==> src/rtl/pdt_pkg.sv <==
// package: register map, field layout and timing constants of the down timer
package pdt_pkg;

    localparam int          PDT_ADR_W        = 8;
    localparam int          PDT_IDX_W        = PDT_ADR_W - 2;

    // register indices, byte address is four times the index
    localparam logic [PDT_IDX_W-1:0] PDT_IDX_COUNTER = 6'h08;
    localparam logic [PDT_IDX_W-1:0] PDT_IDX_CONTROL = 6'h09;
    localparam logic [PDT_IDX_W-1:0] PDT_IDX_OPTION  = 6'h0A;

    // control register fields
    localparam int          PDT_CTL_FLAG     = 7;
    localparam int          PDT_CTL_INHIBIT  = 6;
    localparam int          PDT_CTL_SRC      = 5;
    localparam int          PDT_CTL_PIN      = 4;
    localparam int          PDT_CTL_CLEAR    = 3;
    localparam int          PDT_CTL_SEL_HI   = 2;
    localparam int          PDT_CTL_SEL_LO   = 0;

    // option byte fields
    localparam int          PDT_OPT_FIXED    = 6;
    localparam int          PDT_OPT_SRC      = 5;
    localparam int          PDT_OPT_PIN      = 4;
    localparam int          PDT_OPT_SEL_HI   = 2;
    localparam int          PDT_OPT_SEL_LO   = 0;

    // reset and fixed values
    localparam logic [7:0]  PDT_OPT_ERASED   = 8'h00;
    localparam logic        PDT_INHIBIT_RST  = 1'b1;
    localparam logic [5:0]  PDT_FIXED_LOW    = 6'h3F;
    localparam logic [7:0]  PDT_COUNT_WRAP   = 8'hFF;
    localparam logic [7:0]  PDT_COUNT_INIT   = 8'h00;
    localparam logic [7:0]  PDT_COUNT_ONE    = 8'h01;

    // internal count clock is the system clock divided by four
    localparam int          PDT_INT_DIV      = 4;
    localparam int          PDT_INT_DIV_W    = $clog2(PDT_INT_DIV);
    localparam logic [PDT_INT_DIV_W-1:0] PDT_INT_LAST = PDT_INT_DIV_W'(PDT_INT_DIV - 1);

    localparam int          PDT_PRESC_W      = 7;

    typedef struct packed {
        logic       flag;
        logic       inhibit;
        logic       source_select;
        logic       pin_enable;
        logic [2:0] divider_sel;
    } pdt_ctrl_t;

endpackage : pdt_pkg

==> src/rtl/pdt_timer.sv <==
// prescaled 8-bit down timer with option byte and classic wishbone slave
//
// Overview of operation
// - both select bits zero: internal clock, pin ignored
// - pin enable only: internal clock ANDed with pin
// - source select only: no prescaler input, stopped
// - both bits one: pin alone clocks prescaler
// - counter decrements, wraps 00 to FF, does not stop at zero
// - flag set at zero, cleared by reset/write
// - inhibit bit one suppresses the timer interrupt
// - interrupt only while flag set, inhibit clear
// - source select one external, zero oscillator/4
// - pin enable connects or disconnects the pin
// - in software mode writing divider clear zeroes prescaler, reads zero
// - select bits divide by two to their power
// - in software mode control bits read/write except bit three
// - option bit six selects fixed configuration mode
// - fixed mode loads bits 5,2,1,0 at reset
// - fixed mode forces pin enable, clear bits one
// - fixed mode shows bits 7,6; low six ones
// - software mode resets bits 5,4,2,1,0 from option
// - option source bit one pin, zero internal
// - option pin bit only seeds software mode
// - option divider bits share the same encoding
// - option byte erased zero, survives any reset
`timescale 1ns/1ns
module pdt_timer
    import pdt_pkg::*;
(
    input  wire logic                 clk_i,
    input  wire logic                 rst_i,
    input  wire logic                 wb_cyc_i,
    input  wire logic                 wb_stb_i,
    input  wire logic                 wb_we_i,
    input  wire logic [PDT_ADR_W-1:0] wb_adr_i,
    input  wire logic [3:0]           wb_sel_i,
    input  wire logic [31:0]          wb_dat_i,
    output logic      [31:0]          wb_dat_o,
    output logic                      wb_ack_o,
    input  wire logic                 timer_pin_i,
    input  wire logic                 opt_prog_i,
    input  wire logic [7:0]           opt_data_i,
    output logic                      timer_irq_o
);

    function automatic logic presc_hit(input logic [PDT_PRESC_W-1:0] p,
                                       input logic [2:0]             s);
        logic [PDT_PRESC_W-1:0] mask;
        mask = PDT_PRESC_W'((8'h01 << s) - 8'h01);
        return (p & mask) == mask;
    endfunction : presc_hit

    // ---------------- option byte, untouched by reset
    logic [7:0] option_byte = PDT_OPT_ERASED;

    always_ff @(posedge clk_i) begin
        if (opt_prog_i) begin
            option_byte <= opt_data_i;
        end
    end

    // ---------------- bus decode
    logic                 bus_req;
    logic [PDT_IDX_W-1:0] bus_idx;
    logic                 wr_fire;
    logic                 wr_ctrl;
    logic                 wr_count;
    logic                 fixed_mode;
    pdt_ctrl_t            ctrl;
    logic [7:0]           counter_value = PDT_COUNT_INIT;

    assign bus_req  = wb_cyc_i && wb_stb_i;
    assign bus_idx  = wb_adr_i[PDT_ADR_W-1:2];
    assign wr_fire  = bus_req && wb_we_i && wb_ack_o && wb_sel_i[0];
    assign wr_ctrl  = wr_fire && (bus_idx == PDT_IDX_CONTROL);
    assign wr_count = wr_fire && (bus_idx == PDT_IDX_COUNTER);

    always_ff @(posedge clk_i) begin
        if (rst_i) begin
            wb_ack_o <= 1'b0;
        end else begin
            wb_ack_o <= bus_req && !wb_ack_o;
        end
    end

    logic [7:0] ctrl_read;

    always_comb begin
        if (fixed_mode) begin
            ctrl_read = {ctrl.flag, ctrl.inhibit, PDT_FIXED_LOW};
        end else begin
            ctrl_read = {ctrl.flag, ctrl.inhibit, ctrl.source_select,
                         ctrl.pin_enable, 1'b0, ctrl.divider_sel};
        end
    end

    always_ff @(posedge clk_i) begin
        if (rst_i) begin
            wb_dat_o <= 32'h0000_0000;
        end else if (bus_req && !wb_ack_o) begin
            unique case (bus_idx)
                PDT_IDX_COUNTER: wb_dat_o <= {24'h00_0000, counter_value};
                PDT_IDX_CONTROL: wb_dat_o <= {24'h00_0000, ctrl_read};
                PDT_IDX_OPTION:  wb_dat_o <= {24'h00_0000, option_byte};
                default:         wb_dat_o <= 32'h0000_0000;
            endcase
        end
    end

    // ---------------- control register and mode
    always_ff @(posedge clk_i) begin
        if (rst_i) begin
            fixed_mode <= option_byte[PDT_OPT_FIXED];
        end
    end

    always_ff @(posedge clk_i) begin
        if (rst_i) begin
            ctrl.inhibit       <= PDT_INHIBIT_RST;
            ctrl.source_select <= option_byte[PDT_OPT_SRC];
            ctrl.divider_sel   <= option_byte[PDT_OPT_SEL_HI:PDT_OPT_SEL_LO];
            if (option_byte[PDT_OPT_FIXED]) begin
                ctrl.pin_enable <= 1'b1;
            end else begin
                ctrl.pin_enable <= option_byte[PDT_OPT_PIN];
            end
        end else if (wr_ctrl) begin
            ctrl.inhibit <= wb_dat_i[PDT_CTL_INHIBIT];
            if (!fixed_mode) begin
                ctrl.source_select <= wb_dat_i[PDT_CTL_SRC];
                ctrl.pin_enable    <= wb_dat_i[PDT_CTL_PIN];
                ctrl.divider_sel   <= wb_dat_i[PDT_CTL_SEL_HI:PDT_CTL_SEL_LO];
            end
        end
    end

    // ---------------- pin synchroniser and edge
    logic pin_meta;
    logic pin_sync;
    logic pin_last;

    always_ff @(posedge clk_i) begin
        if (rst_i) begin
            pin_meta <= 1'b0;
            pin_sync <= 1'b0;
            pin_last <= 1'b0;
        end else begin
            pin_meta <= timer_pin_i;
            pin_sync <= pin_meta;
            pin_last <= pin_sync;
        end
    end

    // ---------------- internal clock divide by four
    logic [PDT_INT_DIV_W-1:0] int_div;
    logic                     int_tick;

    always_ff @(posedge clk_i) begin
        if (rst_i) begin
            int_div <= '0;
        end else begin
            int_div <= int_div + PDT_INT_DIV_W'(1);
        end
    end

    assign int_tick = (int_div == PDT_INT_LAST);

    // ---------------- source select
    logic pin_en_eff;
    logic presc_in;

    assign pin_en_eff = fixed_mode || ctrl.pin_enable;

    always_comb begin
        unique case ({pin_en_eff, ctrl.source_select})
            2'b00: presc_in = int_tick;
            2'b10: presc_in = int_tick && pin_sync;
            2'b01: presc_in = 1'b0;
            2'b11: presc_in = pin_sync && !pin_last;
        endcase
    end

    // ---------------- prescaler
    logic [PDT_PRESC_W-1:0] presc;
    logic                   presc_clr;
    logic                   dec;

    assign presc_clr = wr_ctrl && !fixed_mode && wb_dat_i[PDT_CTL_CLEAR];

    always_ff @(posedge clk_i) begin
        if (rst_i || presc_clr) begin
            presc <= '0;
        end else if (presc_in) begin
            presc <= presc + PDT_PRESC_W'(1);
        end
    end

    assign dec = presc_in && !presc_clr && presc_hit(presc, ctrl.divider_sel);

    // ---------------- counter, unaffected by reset
    logic count_zero;

    always_ff @(posedge clk_i) begin
        if (wr_count) begin
            counter_value <= wb_dat_i[7:0];
        end else if (dec) begin
            counter_value <= counter_value - PDT_COUNT_ONE;
        end
    end

    assign count_zero = dec && !wr_count && (counter_value == PDT_COUNT_ONE);

    // ---------------- flag and interrupt
    always_ff @(posedge clk_i) begin
        if (rst_i) begin
            ctrl.flag <= 1'b0;
        end else if (wr_ctrl) begin
            ctrl.flag <= count_zero || wb_dat_i[PDT_CTL_FLAG];
        end else if (count_zero) begin
            ctrl.flag <= 1'b1;
        end
    end

    assign timer_irq_o = ctrl.flag && !ctrl.inhibit;
endmodule : pdt_timer

==> config.mk <==
export PLATFORM = sky130hd
export DESIGN_NAME = pdt_timer
export DESIGN_NICKNAME = d
export VERILOG_FILES = /design/src/rtl/pdt_pkg.sv /design/src/rtl/pdt_timer.sv
export SDC_FILE = /design/constraint.sdc
export NUM_CORES = 1
export LEC_CHECK = 0
export BUFFER_PORTS_ARGS = -buffer_cell sky130_fd_sc_hd__buf_4
export CORE_AREA = 2 2 86 63
export DETAILED_ROUTE_END_ITERATION = 12
export DIE_AREA = 0 0 88 65
export HOLD_SLACK_MARGIN = 0.15
export MAX_ROUTING_LAYER = met4
export PLACE_DENSITY = 0.74
export SLEW_MARGIN = 20
export SYNTH_ARGS = -nofsm -noshare
export SYNTH_HDL_FRONTEND = slang
export SYNTH_SLANG_ARGS = --single-unit
==> constraint.sdc <==
create_clock -name clk_i -period 2.48 [get_ports clk_i]
set_input_delay 0.124 -clock clk_i [delete_from_list [all_inputs] [get_ports clk_i]]
set_output_delay 0.124 -clock clk_i [all_outputs]
set_load 0.01 [all_outputs]
* After elaboration in Yosys (flattened, before gate mapping)
Cells that the tools add are included.
** Operators by class
- Add/sub/neg operators :: 4
- Multiply operators :: 0
- Divide/modulo/power cells :: 0
- Order comparisons :: 0
- Equal/unequal tests :: 10
- Shifts and indexed selects :: 1
- Muxes and demuxes :: 11
- Bitwise logic cells :: 1
- Reduce and logical (&&, ||, !) cells :: 30
** Operator list (number)
- one-hot mux 8 bit (3 select lines) :: 1
- equality test 6 x 4 -> 1 bit (second input constant) :: 3
- logical AND 1 bit :: 16
- two-way mux 8 bit :: 2
- two-way mux 5 bit :: 3
- equality test 8 x 1 -> 1 bit (second input constant) :: 1
- subtractor 8 x 1 -> 8 bit (second input constant) :: 1
- adder 7 x 1 -> 7 bit (second input constant) :: 1
- AND 7 bit :: 1
- equality test 7 bit :: 1
- left shift 1 x 3 -> 7 bit (first input constant) :: 1
- subtractor 7 x 1 -> 7 bit (second input constant) :: 1
- equality test 2 bit (second input constant) :: 3
- logical NOT 1 bit :: 6
- two-way mux 6 bit :: 1
- nonzero test 2 bit :: 3
- one-hot mux 1 bit (4 select lines) :: 1
- logical OR 1 bit :: 3
- two-way mux 1 bit :: 3
- adder 2 x 1 -> 2 bit (second input constant) :: 1
- equality test 2 x 1 -> 1 bit (second input constant) :: 1
- logical NOT 2 bit :: 1
- inequality test 2 bit (second input constant) :: 1
- AND reduction 2 bit :: 1
** Storage, ports and cells
- Register bits after elaboration :: 69
- Bits in latches :: 0
- Memory bits (writable) :: 0
- ROM bits :: 0
- Bits of input ports :: 59
- Output and inout port bits :: 34
- Logic and storage cells :: 72
- Memories kept :: 0

* Logic depth before layout (Yosys ltp)
- Word-level depth :: 14
- Gate-level depth with buffers :: 7
- Gate-level depth less buffers :: 6

* Least setup slack after synthesis
OpenSTA, ideal clock, no wires.
- Path kind :: flip-flop to flip-flop
- Start :: reg wb_ack_o
- End :: reg counter_value[0] (enable)
- Library setup time :: 0.329 ns
- Data arrival time :: 1.728 ns
- Required time :: 2.151 ns
- Setup slack :: 0.424 ns
- Cell stages (with the launch flop) :: 7
- Path buffers :: 2
- Clock period less this slack :: 2.056 ns
- Path through :: dfxtp_1 -> nand3_1 -> or2_2 -> or4_4 -> buf_6 -> buf_12 -> nand2_1
** Between the ends
- Word-level cells in the longest chain between the ends :: 9
- Elaborated cells on any way between the ends :: 10
- Classes of those cells :: reduce/logical: 10
** Ends and longest elaborated chain
- start, declared :: RTL line pdt_timer.sv:39 : output logic wb_ack_o,
- start signal, assigned :: RTL line pdt_timer.sv:82 : wb_ack_o <= bus_req && !wb_ack_o;
- logical AND 1 bit (*) (2 in a row) :: RTL line pdt_timer.sv:74 : assign wr_fire = bus_req && wb_we_i && wb_ack_o && wb_sel_i[0];
- logical AND 1 bit :: RTL line pdt_timer.sv:75 : assign wr_ctrl = wr_fire && (bus_idx == PDT_IDX_CONTROL);
- logical AND 1 bit (2 in a row) :: RTL line pdt_timer.sv:188 : assign presc_clr = wr_ctrl && !fixed_mode && wb_dat_i[PDT_CTL_CLEAR];
- logical NOT 1 bit :: RTL line pdt_timer.sv:198 : assign dec = presc_in && !presc_clr && presc_hit(presc, ctrl.divider_sel);
- logical AND 1 bit (2 in a row) :: RTL line pdt_timer.sv:198
- nonzero test 2 bit (no source line) (*)
- end signal, assigned :: RTL line pdt_timer.sv:205 : counter_value <= wb_dat_i[7:0];
- end signal, assigned :: RTL line pdt_timer.sv:207 : counter_value <= counter_value - PDT_COUNT_ONE;
- end, declared :: RTL line pdt_timer.sv:70 : logic [7:0] counter_value = PDT_COUNT_INIT;
Every way passes the cells marked *; elsewhere a longest branch is shown, timed or not.
A chain may end at the register's enable or synchronous reset.

* Worst setup path after layout
- Start :: in wb_stb_i
- End :: reg counter_value[7], data pin
** Between the ends
- Word-level cells in the longest chain between the ends :: 6
** Ends and longest elaborated chain
- start, declared :: RTL line pdt_timer.sv:33 : input wire logic wb_stb_i,
- logical AND 1 bit :: RTL line pdt_timer.sv:72 : assign bus_req = wb_cyc_i && wb_stb_i;
- logical AND 1 bit (3 in a row) :: RTL line pdt_timer.sv:74
- logical AND 1 bit :: RTL line pdt_timer.sv:76 : assign wr_count = wr_fire && (bus_idx == PDT_IDX_COUNTER);
- two-way mux 8 bit :: RTL line pdt_timer.sv:204 : if (wr_count) begin
No other way between the ends.

==> impl_metrics.sql <==
INSERT INTO impl_metrics (metric_group, metric, value, unit) VALUES
('run_status', 'outcome', 'completed', ''),
('power_and_ir_drop', 'power.share.combinational', '9.9', '%'),
('cells_and_area', 'most_common_library_cell_in_the_layout_ignoring_fill_and_taps', 'sky130_fd_sc_hd__buf_4', ''),
('synth', 'count_of_different_cell_masters_after_synthesis', '42', ''),
('power_and_ir_drop', 'p_per_area', '540', 'nW/µm²'),
('critical_path', 'worstSetupStartpointType', 'input port', ''),
('clock_tree', 'cts_buffer_depth', '2', ''),
('global_route', 'grt.total_usage', '18.1', '%'),
('synth', 'postSynth.asyncResetShare', '0', '%'),
('routing', 'drc', '0', ''),
('hold_path', 'hold-path-cell-count', '3', ''),
('timing', 'slew_viol_final', '0', ''),
('die', 'floorplan.core_area', '4980', 'µm²'),
('power_and_ir_drop', 'intPower', '1.18', 'mW'),
('clock_tree', 'clock_tree_from_tritoncts', 'built', ''),
('power_and_ir_drop', 'share_clk_of_total_power', '36.3', '%'),
('global_route', 'wire_length_of_the_first_global_routing_pass', '7500', 'µm'),
('timing', 'finalHoldViolCount', '0', ''),
('routing', 'drt_first_iter_violations', '131', ''),
('critical_path', 'path_class', 'input port to flop', ''),
('routing', 'routed_length_on_met2', '2110', 'µm'),
('power_and_ir_drop', 'p_leak', '1.13', 'nW'),
('die', 'die_height', '65', 'µm'),
('synth', 'postSynthCellCount', '224', ''),
('routing', 'drt-total-wl', '4780', 'µm'),
('synth', 'yosysTopAreaCellShare', '28.7', '%'),
('routing', 'drt_wl_cell', '13.6', 'µm'),
('critical_path', 'timing.rr.start', 'wb_ack_o', ''),
('routing', 'wl_met1', '2230', 'µm'),
('routing', 'vias_per_cell', '4.87', ''),
('power_and_ir_drop', 'power.share.switching', '22.6', '%'),
('global_route', 'grt.overflow.total', '0', ''),
('cells_and_area', 'drive_above_1_share', '24.3', '%'),
('synth', 'synth.largest_area_cell', 'sky130_fd_sc_hd__edfxtp_1', ''),
('clock_tree', 'cts_sinks', '45', ''),
('timing', 'final_report_setup_violation_count', '0', ''),
('clock_tree', 'cts_repair_resize_count', '0', ''),
('routing', 'wl_met3', '402', 'µm'),
('critical_path', 'worstPathMaxFanout', '16', ''),
('critical_path', 'rr_worst_depth', '6', ''),
('routing', 'topRoutingLayerUsed', 'met4', ''),
('clock_tree', 'number_of_buffers_inserted_during_clock_tree_synthesis', '5', ''),
('synth', 'number_of_enable_flip_flop_cells_after_synthesis', '22', ''),
('hold_path', 'hold_path_startpoint', 'wb_dat_i[3]', ''),
('die', 'pin_count', '93', ''),
('clock_tree', 'cts_hold_repair.buffers', '17', ''),
('routing', 'first_pass_iters', '4', ''),
('critical_path', 'worstSetupEndpointType', 'flop', ''),
('run', 'cap_viol_max_count', '0', ''),
('cells_and_area', 'final_cells', '352', ''),
('cells_and_area', 'post-route-util', '56.9', '%'),
('placed_design', 'dp.cells', '327', ''),
('synth', 'mappedNetlistArea', '2300', 'µm²'),
('power_and_ir_drop', 'vdd.ir_drop.worst', '0.373', 'mV'),
('synth', 'synth.area.top_cells', 'sky130_fd_sc_hd__edfxtp_1 29%, sky130_fd_sc_hd__dfxtp_1 20%, sky130_fd_sc_hd__buf_4 7.8%', ''),
('cells_and_area', 'areaGrowthSynthToFinish', '23.1', '%'),
('placed_design', 'dp_hpwl', '3480', 'µm'),
('synth', 'yosys_most_used_dff', 'sky130_fd_sc_hd__dfxtp_1', ''),
('timing', 'max_freq', '493', 'MHz'),
('cells_and_area', 'final_cell_mix', '41 x sky130_fd_sc_hd__buf_4, 24 x sky130_fd_sc_hd__conb_1, 23 x sky130_fd_sc_hd__dfxtp_1, 22 x sky130_fd_sc_hd__edfxtp_1, 21 x sky130_fd_sc_hd__nor2_1', ''),
('synth', 'synth.ff_latch_count', '45', ''),
('timing', 'finalCritPeriodShare', '81.8', '%'),
('timing', 'fin_tns_setup', '0', 'ns'),
('die', 'placement_rows', '22', ''),
('die', 'initial_core_util', '46.3', '%'),
('timing', 'finalCriticalPeriod', '2.03', 'ns'),
('clock_tree', 'worstSkewPairLatency', '0.29', 'ns'),
('power_and_ir_drop', 'share_seq_of_total_power', '53.7', '%'),
('critical_path', 'worst_ep_arrival_time', '2.08', 'ns'),
('routing', 'detailroute.via_count', '1715', ''),
('clock_tree', 'h-tree-depth', '2', '');
[cells in the mapped netlist (4+ instances only)]
cell,instances
sky130_fd_sc_hd__a21oi_2,8
sky130_fd_sc_hd__o21ai_0,14
sky130_fd_sc_hd__or3_1,4
sky130_fd_sc_hd__nand2_1,18
sky130_fd_sc_hd__xor2_1,5
sky130_fd_sc_hd__buf_4,24
sky130_fd_sc_hd__edfxtp_1,22
sky130_fd_sc_hd__nor2_1,21
sky130_fd_sc_hd__mux2i_1,5
sky130_fd_sc_hd__xnor2_1,6
sky130_fd_sc_hd__mux2_2,4
sky130_fd_sc_hd__nor3_1,5
sky130_fd_sc_hd__a22o_1,8
sky130_fd_sc_hd__a21oi_1,4
sky130_fd_sc_hd__clkbuf_1,7
sky130_fd_sc_hd__dfxtp_1,23
sky130_fd_sc_hd__nor2b_1,6
sky130_fd_sc_hd__ha_1,4
sky130_fd_sc_hd__o22ai_1,4
[metrics by stage]
step | cell area [µm²] | setup WS (ns) | hold slack (ns)
final | 2840 | 0.451 | 0.159
after CTS | 2840 | 0.449 | 0.151
after global placement | 2550 | 0.390 | 0.303
after detailed placement | 2550 | 0.375 | 0.304
after global routing | 2840 | 0.377 | 0.169
after floorplan | 2390 | 0.424 | 0.223
[flip-flops by register name (all words and copies together), names as in the netlist]
register       cells
ctrl               7
wb_ack_o           1
int_div            2
pin_last           1
wb_dat_o           8
presc              7
option_byte        8
pin_sync           1
fixed_mode         1
pin_meta           1
counter_value      8
[kinds of logic after synthesis]
logic type	after synthesis	share of synthesized area, %
simple gates	74	16.4
fa+ha+maj	4	2.17
compound gates	44	13.5
other cells	1	0.163
xor+xnor	11	4.18
mux	9	4.13
buf+inv	36	10.8
flops	45	48.6
[worst max-delay path by stage]
stage | cells after the start | from | slack (ns) | to
global route | 6 | wb_stb_i | 0.38 | counter_value[3]
CTS | 6 | wb_stb_i | 0.45 | counter_value[3]
finish | 8 | wb_stb_i | 0.45 | counter_value[7]
detailed placement | 5 | wb_adr_i[4] | 0.38 | ctrl[0]
floorplan | 6 | wb_ack_o | 0.42 | counter_value[0]
global placement | 5 | wb_adr_i[4] | 0.39 | ctrl[2]
[layout make-up]
type / count / share of cell area, %
repair buffers: 58 / 16.9
clock inverters: 3 / 1.63
flip-flops and latches: 45 / 39.5
well taps: 72 / 3.18
clock buffers: 5 / 2.43
multi-input cells: 166 / 36.0
inverters: 3 / 0.397
[metal layers]
| layer | track usage [%] | vias up |
|---|---|---|
| met5 | - | - |
| met4 | 4.62 | 0 |
| li1 | - | 849 |
| met2 | 26.3 | 63 |
| met1 | 25.5 | 799 |
| met3 | 4.20 | 4 |
[power by group through the flow]
stage	logic [mW]	registers, mW	clock network, mW
2_1_floorplan	0.103	0.833	0
3_3_place_gp	0.127	0.839	0
3_5_place_dp	0.129	0.839	0
4_1_cts	0.151	0.822	0.571
5_1_grt	0.169	0.826	0.603
6_report	0.152	0.823	0.556
[critical path: stages]
cell	delay (ns)
sky130_fd_sc_hd__dlygate4sd3_1	0.54
sky130_fd_sc_hd__buf_4	0.10
sky130_fd_sc_hd__nand2_1	0.08
sky130_fd_sc_hd__or2_2	0.32
sky130_fd_sc_hd__or4_4	0.50
sky130_fd_sc_hd__buf_4	0.23
sky130_fd_sc_hd__nor2_1	0.14
sky130_fd_sc_hd__a21oi_2	0.04
Power figures use the tool's default switching activity.
